--- src/hw/acr_pkg.sv ---
package acr_pkg;

    // Register addresses on the plain register port; none are printed, so these are our own
    localparam logic [2:0] ADDR_INPUT_SELECT = 3'h0;
    localparam logic [2:0] ADDR_CONTROL_A    = 3'h1;
    localparam logic [2:0] ADDR_CONTROL_B    = 3'h2;
    localparam logic [2:0] ADDR_RESULT_LOW   = 3'h3;
    localparam logic [2:0] ADDR_RESULT_HIGH  = 3'h4;

    // Field positions in converter_control_a
    localparam int CA_ENABLE   = 7;
    localparam int CA_START    = 6;
    localparam int CA_AUTO     = 5;
    localparam int CA_DONE     = 4;
    localparam int CA_IRQ_EN   = 3;

    // Field positions in converter_control_b
    localparam int CB_HIGH_SPEED = 7;
    localparam int CB_AMP_REQ    = 4;

    // Field positions in input_select_register
    localparam int IS_LEFT_ADJ = 5;

    // Values after reset
    localparam logic [7:0] RST_INPUT_SELECT = 8'h00;
    localparam logic [7:0] RST_CONTROL_A    = 8'h00;
    localparam logic [7:0] RST_CONTROL_B    = 8'h00;
    localparam logic [9:0] RST_RESULT       = 10'h000;

    // Conversion lengths in converter clock cycles
    localparam logic [4:0] CONV_CYCLES     = 5'h0D;
    localparam logic [4:0] CONV_CYCLES_AMP = 5'h0E;
    localparam logic [4:0] INIT_CYCLES     = 5'h0C;

    // Trigger source codes
    localparam logic [3:0] TRIG_FREE_RUN = 4'h0;
    localparam logic [3:0] TRIG_PSC_LO   = 4'h8;
    localparam logic [3:0] TRIG_PSC_HI   = 4'hA;
    localparam logic [3:0] TRIG_RESV_LO  = 4'hD;

    // Channel codes
    localparam logic [3:0] CHAN_AMP_ZERO = 4'hB;
    localparam logic [3:0] CHAN_AMP_ONE  = 4'hC;
    localparam logic [3:0] CHAN_RESERVED = 4'hD;

    typedef enum logic [1:0] {
        ST_IDLE,
        ST_WAIT_AMP,
        ST_CONVERT
    } acr_state_e;

    typedef struct packed {
        logic [2:0] addr;
        logic [7:0] wdata;
        logic       wr;
        logic       rd;
    } acr_bus_s;

    typedef struct packed {
        logic       start;
        logic [3:0] channel;
        logic       init;
        logic       high_speed;
    } acr_core_req_s;

endpackage : acr_pkg

--- src/hw/acr_prescaler.sv ---
`timescale 1ns/1ps
`default_nettype none
module acr_prescaler (
    // Clock and reset
    input  wire logic       core_clk,
    input  wire logic       arst_n,
    // Control
    input  wire logic [2:0] prescale_sel,
    // Converter clock enable
    output logic            tick
);
    logic [6:0] count_ff;
    logic [6:0] limit;

    // Codes 0 and 1 both divide by two
    always_comb begin
        case (prescale_sel)
            3'h0, 3'h1: limit = 7'h01;
            3'h2:       limit = 7'h03;
            3'h3:       limit = 7'h07;
            3'h4:       limit = 7'h0F;
            3'h5:       limit = 7'h1F;
            3'h6:       limit = 7'h3F;
            default:    limit = 7'h7F;
        endcase
    end

    always_ff @(posedge core_clk or negedge arst_n) begin
        if (!arst_n) begin
            count_ff <= 7'h00;
        end else if (count_ff >= limit) begin
            count_ff <= 7'h00;
        end else begin
            count_ff <= count_ff + 7'h01;
        end
    end

    assign tick = (count_ff >= limit);
endmodule : acr_prescaler
`default_nettype wire

--- src/hw/acr_top.sv ---
`timescale 1ns/1ps
`default_nettype none
module acr_top (
    // Clock and reset
    input  wire logic               core_clk,
    input  wire logic               arst_n,
    // Register port
    input  wire logic [2:0]         reg_addr,
    input  wire logic [7:0]         reg_wdata,
    input  wire logic               reg_wr,
    input  wire logic               reg_rd,
    output logic [7:0]              reg_rdata,
    // Interrupt controller
    input  wire logic               irq_ack,
    output logic                    irq_req,
    // Trigger sources, bit n is trigger code n
    input  wire logic [15:0]        trig_sources,
    // Amplifier synchronization
    input  wire logic               amp_clk_event,
    input  wire logic               amp_phase_high,
    // Analog core
    input  wire logic [9:0]         core_result,
    output acr_pkg::acr_core_req_s  core_req,
    output logic                    core_enable,
    output logic [3:0]              active_channel
);
    acr_pkg::acr_bus_s    bus;
    acr_pkg::acr_state_e  state_ff;
    logic [7:0]  in_sel_ff;
    logic [3:0]  chan_ff;
    logic        enable_ff;
    logic        start_ff;
    logic        auto_ff;
    logic        done_ff;
    logic        irq_en_ff;
    logic [2:0]  prescale_ff;
    logic        high_speed_ff;
    logic        amp_req_ff;
    logic [3:0]  trig_sel_ff;
    logic [9:0]  result_ff;
    logic        lock_ff;
    logic        need_init_ff;
    logic        init_ff;
    logic [4:0]  cyc_ff;
    logic [4:0]  cyc_target_ff;
    logic [7:0]  rdata_ff;
    logic        tick;
    logic        trig_fire;
    logic        busy;
    logic        finish;
    logic        go;
    logic        wr_a;
    logic        wr_b;
    logic        wr_sel;
    logic        free_retrigger;
    logic [7:0]  res_high;
    logic [7:0]  res_low;
    logic        left_adj;
    logic [7:0]  nxt_rdata;
    logic        amp_chan;
    logic        long_conv;
    logic        last_tick;
    logic        rd_low;
    logic        rd_high;
    logic        clr_done;
    logic        trig_go;
    logic        amp_go;

    assign bus.addr  = reg_addr;
    assign bus.wdata = reg_wdata;
    assign bus.wr    = reg_wr;
    assign bus.rd    = reg_rd;

    assign wr_sel = bus.wr && (bus.addr == acr_pkg::ADDR_INPUT_SELECT);
    assign wr_a   = bus.wr && (bus.addr == acr_pkg::ADDR_CONTROL_A);
    assign wr_b   = bus.wr && (bus.addr == acr_pkg::ADDR_CONTROL_B);
    assign busy   = (state_ff != acr_pkg::ST_IDLE);
    assign last_tick = (cyc_ff == cyc_target_ff);
    assign finish = (state_ff == acr_pkg::ST_CONVERT) && tick && last_tick;
    assign left_adj = in_sel_ff[acr_pkg::IS_LEFT_ADJ];
    assign rd_low   = bus.rd && (bus.addr == acr_pkg::ADDR_RESULT_LOW);
    assign rd_high  = bus.rd && (bus.addr == acr_pkg::ADDR_RESULT_HIGH);
    assign clr_done = irq_ack || (wr_a && bus.wdata[acr_pkg::CA_DONE]);

    // Amplified channels started in the high phase need one more cycle
    assign amp_chan  = (in_sel_ff[3:0] == acr_pkg::CHAN_AMP_ZERO) ||
                       (in_sel_ff[3:0] == acr_pkg::CHAN_AMP_ONE);
    assign long_conv = amp_chan && amp_phase_high;

    // Converter clock enable, one pulse per converter clock
    acr_prescaler u_prescaler (
        .core_clk     (core_clk),
        .arst_n       (arst_n),
        .prescale_sel (prescale_ff),
        .tick         (tick)
    );

    // Edge or event detection per trigger code
    acr_trigger u_trigger (
        .core_clk   (core_clk),
        .arst_n     (arst_n),
        .sources    (trig_sources),
        .source_sel (trig_sel_ff),
        .fire       (trig_fire)
    );

    // Free running restarts after each completion while the start bit was set once
    assign free_retrigger = auto_ff && (trig_sel_ff == acr_pkg::TRIG_FREE_RUN) && finish;

    // Start when idle: software start, or a trigger only in auto mode
    assign trig_go = auto_ff && trig_fire;
    assign go      = !busy && enable_ff && (start_ff || trig_go);
    // The amplified request waits for an amplifier clock event while idle
    assign amp_go  = amp_req_ff && amp_clk_event && !busy;

    // Input select register; the channel copy only updates between conversions
    always_ff @(posedge core_clk or negedge arst_n) begin
        if (!arst_n) begin
            in_sel_ff <= acr_pkg::RST_INPUT_SELECT;
        end else if (wr_sel) begin
            // Bit 4 is not implemented and reads zero
            in_sel_ff <= bus.wdata & 8'hEF;
        end
    end

    always_ff @(posedge core_clk or negedge arst_n) begin
        if (!arst_n) begin
            chan_ff <= 4'h0;
        end else if (!busy || finish) begin
            chan_ff <= in_sel_ff[3:0];
        end
    end

    // Enable bit; the core stays powered until a running conversion ends
    always_ff @(posedge core_clk or negedge arst_n) begin
        if (!arst_n) begin
            enable_ff <= 1'b0;
        end else if (wr_a) begin
            enable_ff <= bus.wdata[acr_pkg::CA_ENABLE];
        end
    end

    assign core_enable = enable_ff || busy;

    // Initialization is owed again whenever the converter is switched off
    always_ff @(posedge core_clk or negedge arst_n) begin
        if (!arst_n) begin
            need_init_ff <= 1'b1;
        end else if (!enable_ff && !busy) begin
            need_init_ff <= 1'b1;
        end else if (go) begin
            need_init_ff <= 1'b0;
        end
    end

    // Start bit: set by software or by the amplified request, cleared at completion unless free running
    always_ff @(posedge core_clk or negedge arst_n) begin
        if (!arst_n) begin
            start_ff <= 1'b0;
        end else if (finish && !free_retrigger) begin
            start_ff <= 1'b0;
        end else if (wr_a && bus.wdata[acr_pkg::CA_START]) begin
            start_ff <= 1'b1;
        end else if (amp_go) begin
            start_ff <= 1'b1;
        end else if (!enable_ff && !busy) begin
            start_ff <= 1'b0;
        end
    end

    // Remaining control A fields
    always_ff @(posedge core_clk or negedge arst_n) begin
        if (!arst_n) begin
            auto_ff     <= acr_pkg::RST_CONTROL_A[acr_pkg::CA_AUTO];
            irq_en_ff   <= acr_pkg::RST_CONTROL_A[acr_pkg::CA_IRQ_EN];
            prescale_ff <= acr_pkg::RST_CONTROL_A[2:0];
        end else if (wr_a) begin
            auto_ff     <= bus.wdata[acr_pkg::CA_AUTO];
            irq_en_ff   <= bus.wdata[acr_pkg::CA_IRQ_EN];
            prescale_ff <= bus.wdata[2:0];
        end
    end

    // Completion flag: a new completion wins over a clear in the same cycle
    always_ff @(posedge core_clk or negedge arst_n) begin
        if (!arst_n) begin
            done_ff <= 1'b0;
        end else if (finish) begin
            done_ff <= 1'b1;
        end else if (clr_done) begin
            done_ff <= 1'b0;
        end
    end

    assign irq_req = irq_en_ff && done_ff;

    // Control B
    always_ff @(posedge core_clk or negedge arst_n) begin
        if (!arst_n) begin
            high_speed_ff <= acr_pkg::RST_CONTROL_B[acr_pkg::CB_HIGH_SPEED];
            trig_sel_ff   <= acr_pkg::RST_CONTROL_B[3:0];
        end else if (wr_b) begin
            high_speed_ff <= bus.wdata[acr_pkg::CB_HIGH_SPEED];
            trig_sel_ff   <= bus.wdata[3:0];
        end
    end

    // Amplified request: cleared once its conversion starts, or by a zero write
    always_ff @(posedge core_clk or negedge arst_n) begin
        if (!arst_n) begin
            amp_req_ff <= acr_pkg::RST_CONTROL_B[acr_pkg::CB_AMP_REQ];
        end else if (go) begin
            amp_req_ff <= 1'b0;
        end else if (wr_b) begin
            amp_req_ff <= bus.wdata[acr_pkg::CB_AMP_REQ];
        end
    end

    // Conversion sequencer counting converter clock ticks
    always_ff @(posedge core_clk or negedge arst_n) begin
        if (!arst_n) begin
            state_ff      <= acr_pkg::ST_IDLE;
            cyc_ff        <= 5'h00;
            cyc_target_ff <= acr_pkg::CONV_CYCLES;
            init_ff       <= 1'b0;
        end else begin
            case (state_ff)
                acr_pkg::ST_IDLE: begin
                    if (go) begin
                        state_ff <= acr_pkg::ST_WAIT_AMP;
                        cyc_ff   <= 5'h00;
                        init_ff  <= need_init_ff;
                        if (long_conv) begin
                            cyc_target_ff <= acr_pkg::CONV_CYCLES_AMP;
                        end else begin
                            cyc_target_ff <= acr_pkg::CONV_CYCLES;
                        end
                    end
                end
                acr_pkg::ST_WAIT_AMP: begin
                    if (tick) begin
                        state_ff <= acr_pkg::ST_CONVERT;
                        cyc_ff   <= 5'h01;
                    end
                end
                acr_pkg::ST_CONVERT: begin
                    if (finish) begin
                        // Free running restarts through idle so every start is announced
                        state_ff <= acr_pkg::ST_IDLE;
                        cyc_ff   <= 5'h00;
                        init_ff  <= 1'b0;
                    end else if (tick) begin
                        cyc_ff <= cyc_ff + 5'h01;
                    end
                end
                default: begin
                    state_ff <= acr_pkg::ST_IDLE;
                end
            endcase
        end
    end

    assign core_req.start      = go;
    assign core_req.channel    = in_sel_ff[3:0];
    assign core_req.init       = init_ff || (go && need_init_ff);
    assign core_req.high_speed = high_speed_ff;
    assign active_channel      = chan_ff;

    // Result capture; a low-byte read holds the pair until the high byte is read
    always_ff @(posedge core_clk or negedge arst_n) begin
        if (!arst_n) begin
            result_ff <= acr_pkg::RST_RESULT;
        end else if (finish && !lock_ff) begin
            result_ff <= core_result;
        end
    end

    // Reading the high byte releases the hold
    always_ff @(posedge core_clk or negedge arst_n) begin
        if (!arst_n) begin
            lock_ff <= 1'b0;
        end else if (rd_high) begin
            lock_ff <= 1'b0;
        end else if (rd_low) begin
            lock_ff <= 1'b1;
        end
    end

    // Byte layout follows the adjust bit at all times
    assign res_high = left_adj ? result_ff[9:2] : {6'h00, result_ff[9:8]};
    assign res_low  = left_adj ? {result_ff[1:0], 6'h00} : result_ff[7:0];

    always_comb begin
        case (bus.addr)
            acr_pkg::ADDR_INPUT_SELECT: nxt_rdata = in_sel_ff;
            acr_pkg::ADDR_CONTROL_A:    nxt_rdata = {enable_ff, start_ff, auto_ff, done_ff,
                                                     irq_en_ff, prescale_ff};
            acr_pkg::ADDR_CONTROL_B:    nxt_rdata = {high_speed_ff, 2'h0, amp_req_ff,
                                                     trig_sel_ff};
            acr_pkg::ADDR_RESULT_LOW:   nxt_rdata = res_low;
            acr_pkg::ADDR_RESULT_HIGH:  nxt_rdata = res_high;
            default:                    nxt_rdata = 8'h00;
        endcase
    end

    always_ff @(posedge core_clk or negedge arst_n) begin
        if (!arst_n) begin
            rdata_ff <= 8'h00;
        end else if (bus.rd) begin
            rdata_ff <= nxt_rdata;
        end else begin
            rdata_ff <= 8'h00;
        end
    end

    assign reg_rdata = rdata_ff;
endmodule : acr_top
`default_nettype wire

--- src/hw/acr_trigger.sv ---
`timescale 1ns/1ps
`default_nettype none
module acr_trigger (
    // Clock and reset
    input  wire logic        core_clk,
    input  wire logic        arst_n,
    // Sources, one bit per trigger code
    input  wire logic [15:0] sources,
    input  wire logic [3:0]  source_sel,
    // Start pulse for the selected source
    output logic             fire
);
    logic [15:0] prev_ff;
    logic [15:0] event_hit;

    always_ff @(posedge core_clk or negedge arst_n) begin
        if (!arst_n) begin
            prev_ff <= 16'h0000;
        end else begin
            prev_ff <= sources;
        end
    end

    // Flag sources start on the rising edge; power stage events are pulses taken as given
    genvar i;
    generate
        for (i = 0; i < 16; i++) begin : g_src
            if (i >= 8 && i <= 10) begin : g_evt
                assign event_hit[i] = sources[i];
            end else if (i == 0 || i >= 13) begin : g_none
                assign event_hit[i] = 1'b0;
            end else begin : g_edge
                assign event_hit[i] = sources[i] & ~prev_ff[i];
            end
        end
    endgenerate

    assign fire = event_hit[source_sel];
endmodule : acr_trigger
`default_nettype wire
--- config.mk ---
export PLATFORM = sky130hd
export DESIGN_NAME = acr_top
export DESIGN_NICKNAME = d
export VERILOG_FILES = /design/src/hw/acr_pkg.sv /design/src/hw/acr_prescaler.sv /design/src/hw/acr_top.sv /design/src/hw/acr_trigger.sv
export SDC_FILE = /design/constraint.sdc
export NUM_CORES = 1
export LEC_CHECK = 0
export BUFFER_PORTS_ARGS = -buffer_cell sky130_fd_sc_hd__buf_2
export CORE_ASPECT_RATIO = 0.7
export CORE_MARGIN = 1
export CORE_UTILIZATION = 39
export DETAILED_ROUTE_END_ITERATION = 12
export GPL_TIMING_DRIVEN = 0
export RECOVER_POWER = 25
export SLEW_MARGIN = 20
export SYNTH_ARGS = -nofsm -noshare
export SYNTH_HDL_FRONTEND = slang
export SYNTH_HIERARCHICAL = 1
export SYNTH_SLANG_ARGS = --single-unit
--- constraint.sdc ---
create_clock -name core_clk -period 6.2 [get_ports core_clk]
set_input_delay 0.31 -clock core_clk [delete_from_list [all_inputs] [get_ports core_clk]]
set_output_delay 0.31 -clock core_clk [all_outputs]
set_load 0.01 [all_outputs]
; ---- After elaboration in Yosys (flattened, before gate mapping)
; Cells that the tools add are included.
[word_totals]
regBits = 78
latchBits = 0
ramBits = 0
rom_bits = 0
input_bits = 44
output_inout_bits = 21
wordCells = 144
n_memories = 0
[classes]
addsub = 2
mul = 0
div = 0
order_cmp = 2
n_eq_ne = 19
n_shift = 0
mux = 33
bitwise = 18
reduce_logical = 49
[ops]
columns = op, count
row1 = $pmux 7 s6, 1
row2 = $pmux 8 s5, 1
row3 = $mux 8, 3
row4 = $logic_and 1x1->1, 22
row5 = $mux 5, 4
row6 = $mux 1, 15
row7 = $pmux 5 s3, 1
row8 = $eq 3x2->1 const B, 4
row9 = $eq 3x3->1 const B, 4
row10 = $reduce_bool 2->1, 6
row11 = $and 1x1->1, 9
row12 = $not 1->1, 9
row13 = $eq 4x4->1 const B, 2
row14 = $mux 2, 4
row15 = $add 7x1->7 const B, 1
row16 = $ge 7x7->1, 1
row17 = $mux 7, 1
row18 = $eq 3x1->1 const B, 2
row19 = $logic_not 3->1, 2
row20 = $logic_or 1x1->1, 6
row21 = $ne 2x2->1 const B, 3
row22 = $pmux 2 s3, 1
row23 = $reduce_and 3->1, 2
row24 = $add 5x1->5 const B, 1
row25 = other kinds (15), 18

; ---- Logic depth before layout (Yosys ltp)
[logic_depth]
word_depth = 10
mapped_depth = 10
ltp_nobuf = 9

; ---- Hierarchy
; The synthesis kept the hierarchy.
[by_module_without_submodules]
columns = mod, n_inst, cells_per_inst, area_each_um2, seq_area_each_um2
row1 = acr_top, 1, 238, 2820.2, 1378.8
row2 = acr_prescaler, 1, 48, 459.2, 175.2
row3 = acr_trigger, 1, 33, 386.6, 225.2

; ---- Worst setup path after synthesis
; Ideal clock, no wire load.
[synth_path]
kind = register -> register
start = register prescale_ff[2]
end = register result_ff[0]
setup_time_ns = 0.125
arrival_time_ns = 2.532
required_ns = 6.075
setup_slack_ns = 3.543
stages_incl_launch_ff = 11
path_buffers = 1
synth_period_minus_slack_ns = 2.657
path_cell_list = dfrtp_1 > nand3_1 > ha_1 > nand4_1 > a21oi_1 > or2_2 > nand4b_2 > nor4b_4 > and2b_1 > buf_6 > mux2_4
[synth_via]
elab_chain_len = 7
word_cells_on_any_way = 13
cone_classes = 1 x order compare / 6 x eq/ne / 1 x mux / 5 x reduce/logical
[synth_lines]
columns = item, line_no
row1 = from (decl), acr_top.sv:36  ; logic [2:0] prescale_ff;
row2 = from (signal assigned), acr_top.sv:176  ; prescale_ff <= acr_pkg::RST_CONTROL_A[2:0];
row3 = from (signal assigned), acr_top.sv:180  ; prescale_ff <= bus.wdata[2:0];
row4 = $eq 3x1->1 or $logic_not 3->1 (tied branches), acr_prescaler.sv:17  ; case (prescale_sel)
row5 = $reduce_or 2->1, acr_prescaler.sv:17
row6 = $pmux 7 s6 *, acr_prescaler.sv:17
row7 = $ge 7x7->1 *, acr_prescaler.sv:38  ; assign tick = (count_ff >= limit);
row8 = named net tick, acr_top.sv:47  ; logic tick;
row9 = $logic_and 1x1->1 * (2 in a row), acr_top.sv:79  ; assign finish = (state_ff == acr_pkg::ST_CONVERT) && tick && last_tick;
row10 = $logic_and 1x1->1 *, acr_top.sv:273  ; end else if (finish && !lock_ff) begin
row11 = to (signal assigned), acr_top.sv:272  ; result_ff <= acr_pkg::RST_RESULT;
row12 = to (signal assigned), acr_top.sv:274  ; result_ff <= core_result;
row13 = to (decl), acr_top.sv:40  ; logic [9:0] result_ff;
; Mark *: on every way through the listed nets, which the timed path passes. The rest lies on a longest branch.
; A chain may end at the register's enable or synchronous reset.

==> results_dict.tcl <==
set metrics [dict create \
    outcome "finished, violations left" \
    violations "max-capacitance violations, max-slew violations" \
    r2r-start "prescale_ff[1]$_DFFE_PN0N_" \
    syn_area_per_cell_um2 11.5 \
    grt_max_degree 50 \
    synth-edff-count 0 \
    min-delay-path-class "in -> reg" \
    track_usage 0.179 \
    timing.setup.tns_ns 0 \
    path_depth 3 \
    antenna-diode-count 0 \
    drv_cap 1 \
    power_density_mw_per_mm2 383 \
    die_h_um 83.1 \
    r2r-end "result_ff[4]$_DFFE_PN0P_" \
    drt_iter0_markers 86 \
    via_per_inst 5.11 \
    synth.top_cells.by_area "dfrtp_1 47%, mux2_2 7.7%, ha_1 4.8%, mux2_4 4.1%, mux2i_1 3.0%" \
    cts.sinks 71 \
    max_slew_margin -0.754 \
    grt_overflow 0 \
    crit_path_start_kind "primary input" \
    drc 0 \
    synthesis.nets 377 \
    synth_cells 319 \
    die_w_um 118 \
    cts_made_buffers 9 \
    worstSetupPathType "in -> async" \
    core_area_mm2 0.00911 \
    cts_root_buf "clkbuf_16" \
    cp_max_fo 49 \
    cts_resized 0 \
    antenna_left 0 \
    crit_path_end_kind "asynchronous set/reset pin" \
    cts-htree-levels 3 \
    timing.hold.ws_ns 0.0969 \
    synth-seq-cells 71 \
    layout.cells.non_filler 520 \
    clock_skew_ns 0.00597 \
    synth_ff_type "dfrtp_1" \
    port_buffers 60 \
    worstMarginPinSlew_ns 2.63 \
    fin_crit_ns 3.80 \
    gp_congestion 0.747 \
    seq_area_frac_synth 0.485 \
    wl_per_cell_um 15.9 \
    seqPwrFrac 0.377 \
    crit_required_ns 6.07 \
    switching_power_mw 0.537 \
    synth_top_area_frac 0.471 \
    crit_end "amp_req_ff$_DFFE_PN0P_" \
    dieArea_mm2 0.00980 \
    ff2ff_path_depth 10 \
    clk_latency_ns 0.33 \
    grt_pass1_wl_mm 13.6 \
    cp_top_family "buffers and inverters" \
    hold_viol_final 0 \
    vdd_drop_max_v 0.000231 \
    place_hpwl_mm 6.02 \
    drive_gt1_frac 0.326 \
    grt_pass1_vias 2611 \
    post_cts_buffers 0 \
    total_leakage_power_nw 2.06 \
    routed_wl_mm 8.25 \
    rows 29 \
    cpMostUsedCell "clkbuf_1" \
    drv_slew 50 \
    hold_depth 1 \
    fmax_mhz 263 \
    yosysMostFrequentCell "dfrtp_1" \
    p_comb_frac 0.282 \
    yosys.cell_types.count 63 \
    fin_nets 450 \
    via_count 2657 \
    min_period_over_period 0.613 \
    cts_hold_buf 1 \
    cp_slowest_cell "clkbuf_1" \
    yosys.area.top_type "dfrtp_1" \
    finalSetupViolCount 0 \
    crit_arrival_ns 3.67 \
    intPower_mw 1.17 \
    syn_area_mm2 0.00367 \
    cts_buffer_depth 2 \
    start_util 0.403 \
    path_buf_inv 3 \
    yosys-top-cells-count "69 x dfrtp_1, 25 x mux2_2, 22 x nand2_1" \
    swShare 0.314 \
    area_growth_syn_to_layout_pct 21.7 \
    crit_start "arst_n" \
    r2r_slack_ns 2.99 \
    path_cells "dlygate4sd3_1 -> clkbuf_1 -> clkbuf_1" \
    fillCellCount 854 \
    ioPinCount 65 \
    path_clk_slew_ns 0.05 \
    grt_antenna_before_repair 0 \
    cts_tree "done" \
    dp.cells 504 \
    clkPwrFrac 0.341 \
    ys_async_sr_fraction 1.00 \
    cpPeakStageDelay_ns 1.93 \
    rsz0062_at_grt "false" \
    drt_pass1_iterations 4 \
    ys_warn_count 6 \
]
==> final cells by class <==
type                       count  area [um^2]  share of cell area
clock buffer                  10          229              0.0513
buffer                        13         90.1              0.0202
inverter                      10         37.5             0.00841
sequential                    71         1780               0.399
clock inverter                 5          108              0.0241
tap                          124          155              0.0348
multi-input combinational    225         1760               0.394
timing repair buffer          62          304              0.0681
==> worst register-to-register path: stages, from the launching register on <==
cell and delay [ns]:
dfrtp_1 0.47, nand3_1 0.12, ha_1 0.33, nand4_1 0.12, a21oi_1 0.53, or2_2 0.26, nand4b_2 0.16, nor4b_4 0.41
and2b_1 0.20, buf_6 0.17, mux2_4 0.32
==> stage by stage <==
| step | instance area [um^2] | total power [mW] | setup slack [ns] | util |
|---|---|---|---|---|
| after global placement | 4120 | 1.12 | 3.09 | 0.453 |
| after CTS | 4500 | 1.73 | 2.98 | 0.494 |
| after global routing | 4460 | 1.81 | 1.59 | 0.490 |
| final | 4460 | 1.71 | 2.40 | 0.490 |
| after floorplan | 3670 | 0.982 | 3.54 | - |
| after detailed placement | 4150 | 1.14 | 3.01 | 0.456 |
==> cell families (layout without fill, tap and decap cells) <==
logic type,Yosys count,count (layout),share of synthesized area
flip-flops,71,71,0.485
AND/OR/NAND/NOR,90,90,0.140
XOR/XNOR,5,5,0.0160
AO/OA/AOI/OAI,70,70,0.129
buffers and inverters,23,100,0.0348
adder cells (fa/ha/maj),14,14,0.0478
multiplexers,46,46,0.148
==> worst min path at each step <==
| stage | from | slack [ns] | end |
|---|---|---|---|
| finish | trig_sources[1] | 0.1 | u_trigger/prev_ff[1]$_DFF_PN0_ |
| global route | trig_sources[1] | 0.09 | u_trigger/prev_ff[1]$_DFF_PN0_ |
| CTS | trig_sources[1] | 0.09 | u_trigger/prev_ff[1]$_DFF_PN0_ |
| detailed placement | arst_n | 0.23 | u_trigger/prev_ff[12]$_DFF_PN0_ |
| global placement | trig_sources[6] | 0.43 | u_trigger/prev_ff[6]$_DFF_PN0_ |
| floorplan | arst_n | 0.01 | active_channel[0]$_DFFE_PN0P_ |
==> power groups by stage <==
stage	Combinational (mW)	Clock (mW)	Sequential (mW)
floorplan	0.352	0	0.630
global route	0.542	0.612	0.659
detailed placement	0.486	0	0.653
finish	0.482	0.583	0.646
global placement	0.474	0	0.649
CTS	0.490	0.595	0.646
==> cells in the final DEF (no fill, tap or decap), types with 3 or more instances in the layout <==
cell	synthesis	layout
mux2i_1	11	11
nor2_1	13	13
bufinv_16	0	3
clkbuf_16	0	9
o21ai_0	13	13
a22oi_1	5	5
mux2_4	10	10
a31oi_1	3	3
nor2b_1	5	5
clkbuf_1	1	11
nand2_1	22	22
a21oi_1	17	17
and2_1	4	4
ha_1	14	14
a22o_1	3	3
nand3_1	9	9
buf_4	8	8
buf_2	3	55
a32o_1	3	3
nand2b_1	7	7
o22ai_1	5	5
dfrtp_1	69	69
mux2_2	25	25
inv_1	10	10
nor3_1	7	7
==> layer usage <==
metal,part of all wire,vias to the layer above,GRT usage
met1,0.50,1279,0.255
met2,0.44,64,0.259
li1,-,1310,-
met5,0,-,0
met4,0.0069,0,0.0571
met3,0.052,4,0.0543
==> registers in the layout, summed over array words and instances (netlist names) <==
signal,count
result_ff,10
u_trigger/prev_ff,9
reg_rdata,8
in_sel_ff,7
u_prescaler/count_ff,7
cyc_ff,5
active_channel,4
trig_sel_ff,4
prescale_ff,3
cyc_target_ff,2
state_ff,2
amp_req_ff,1
auto_ff,1
done_ff,1
enable_ff,1
high_speed_ff,1
init_ff,1
irq_en_ff,1
lock_ff,1
need_init_ff,1
start_ff,1
(Power assumes the default switching activity.)
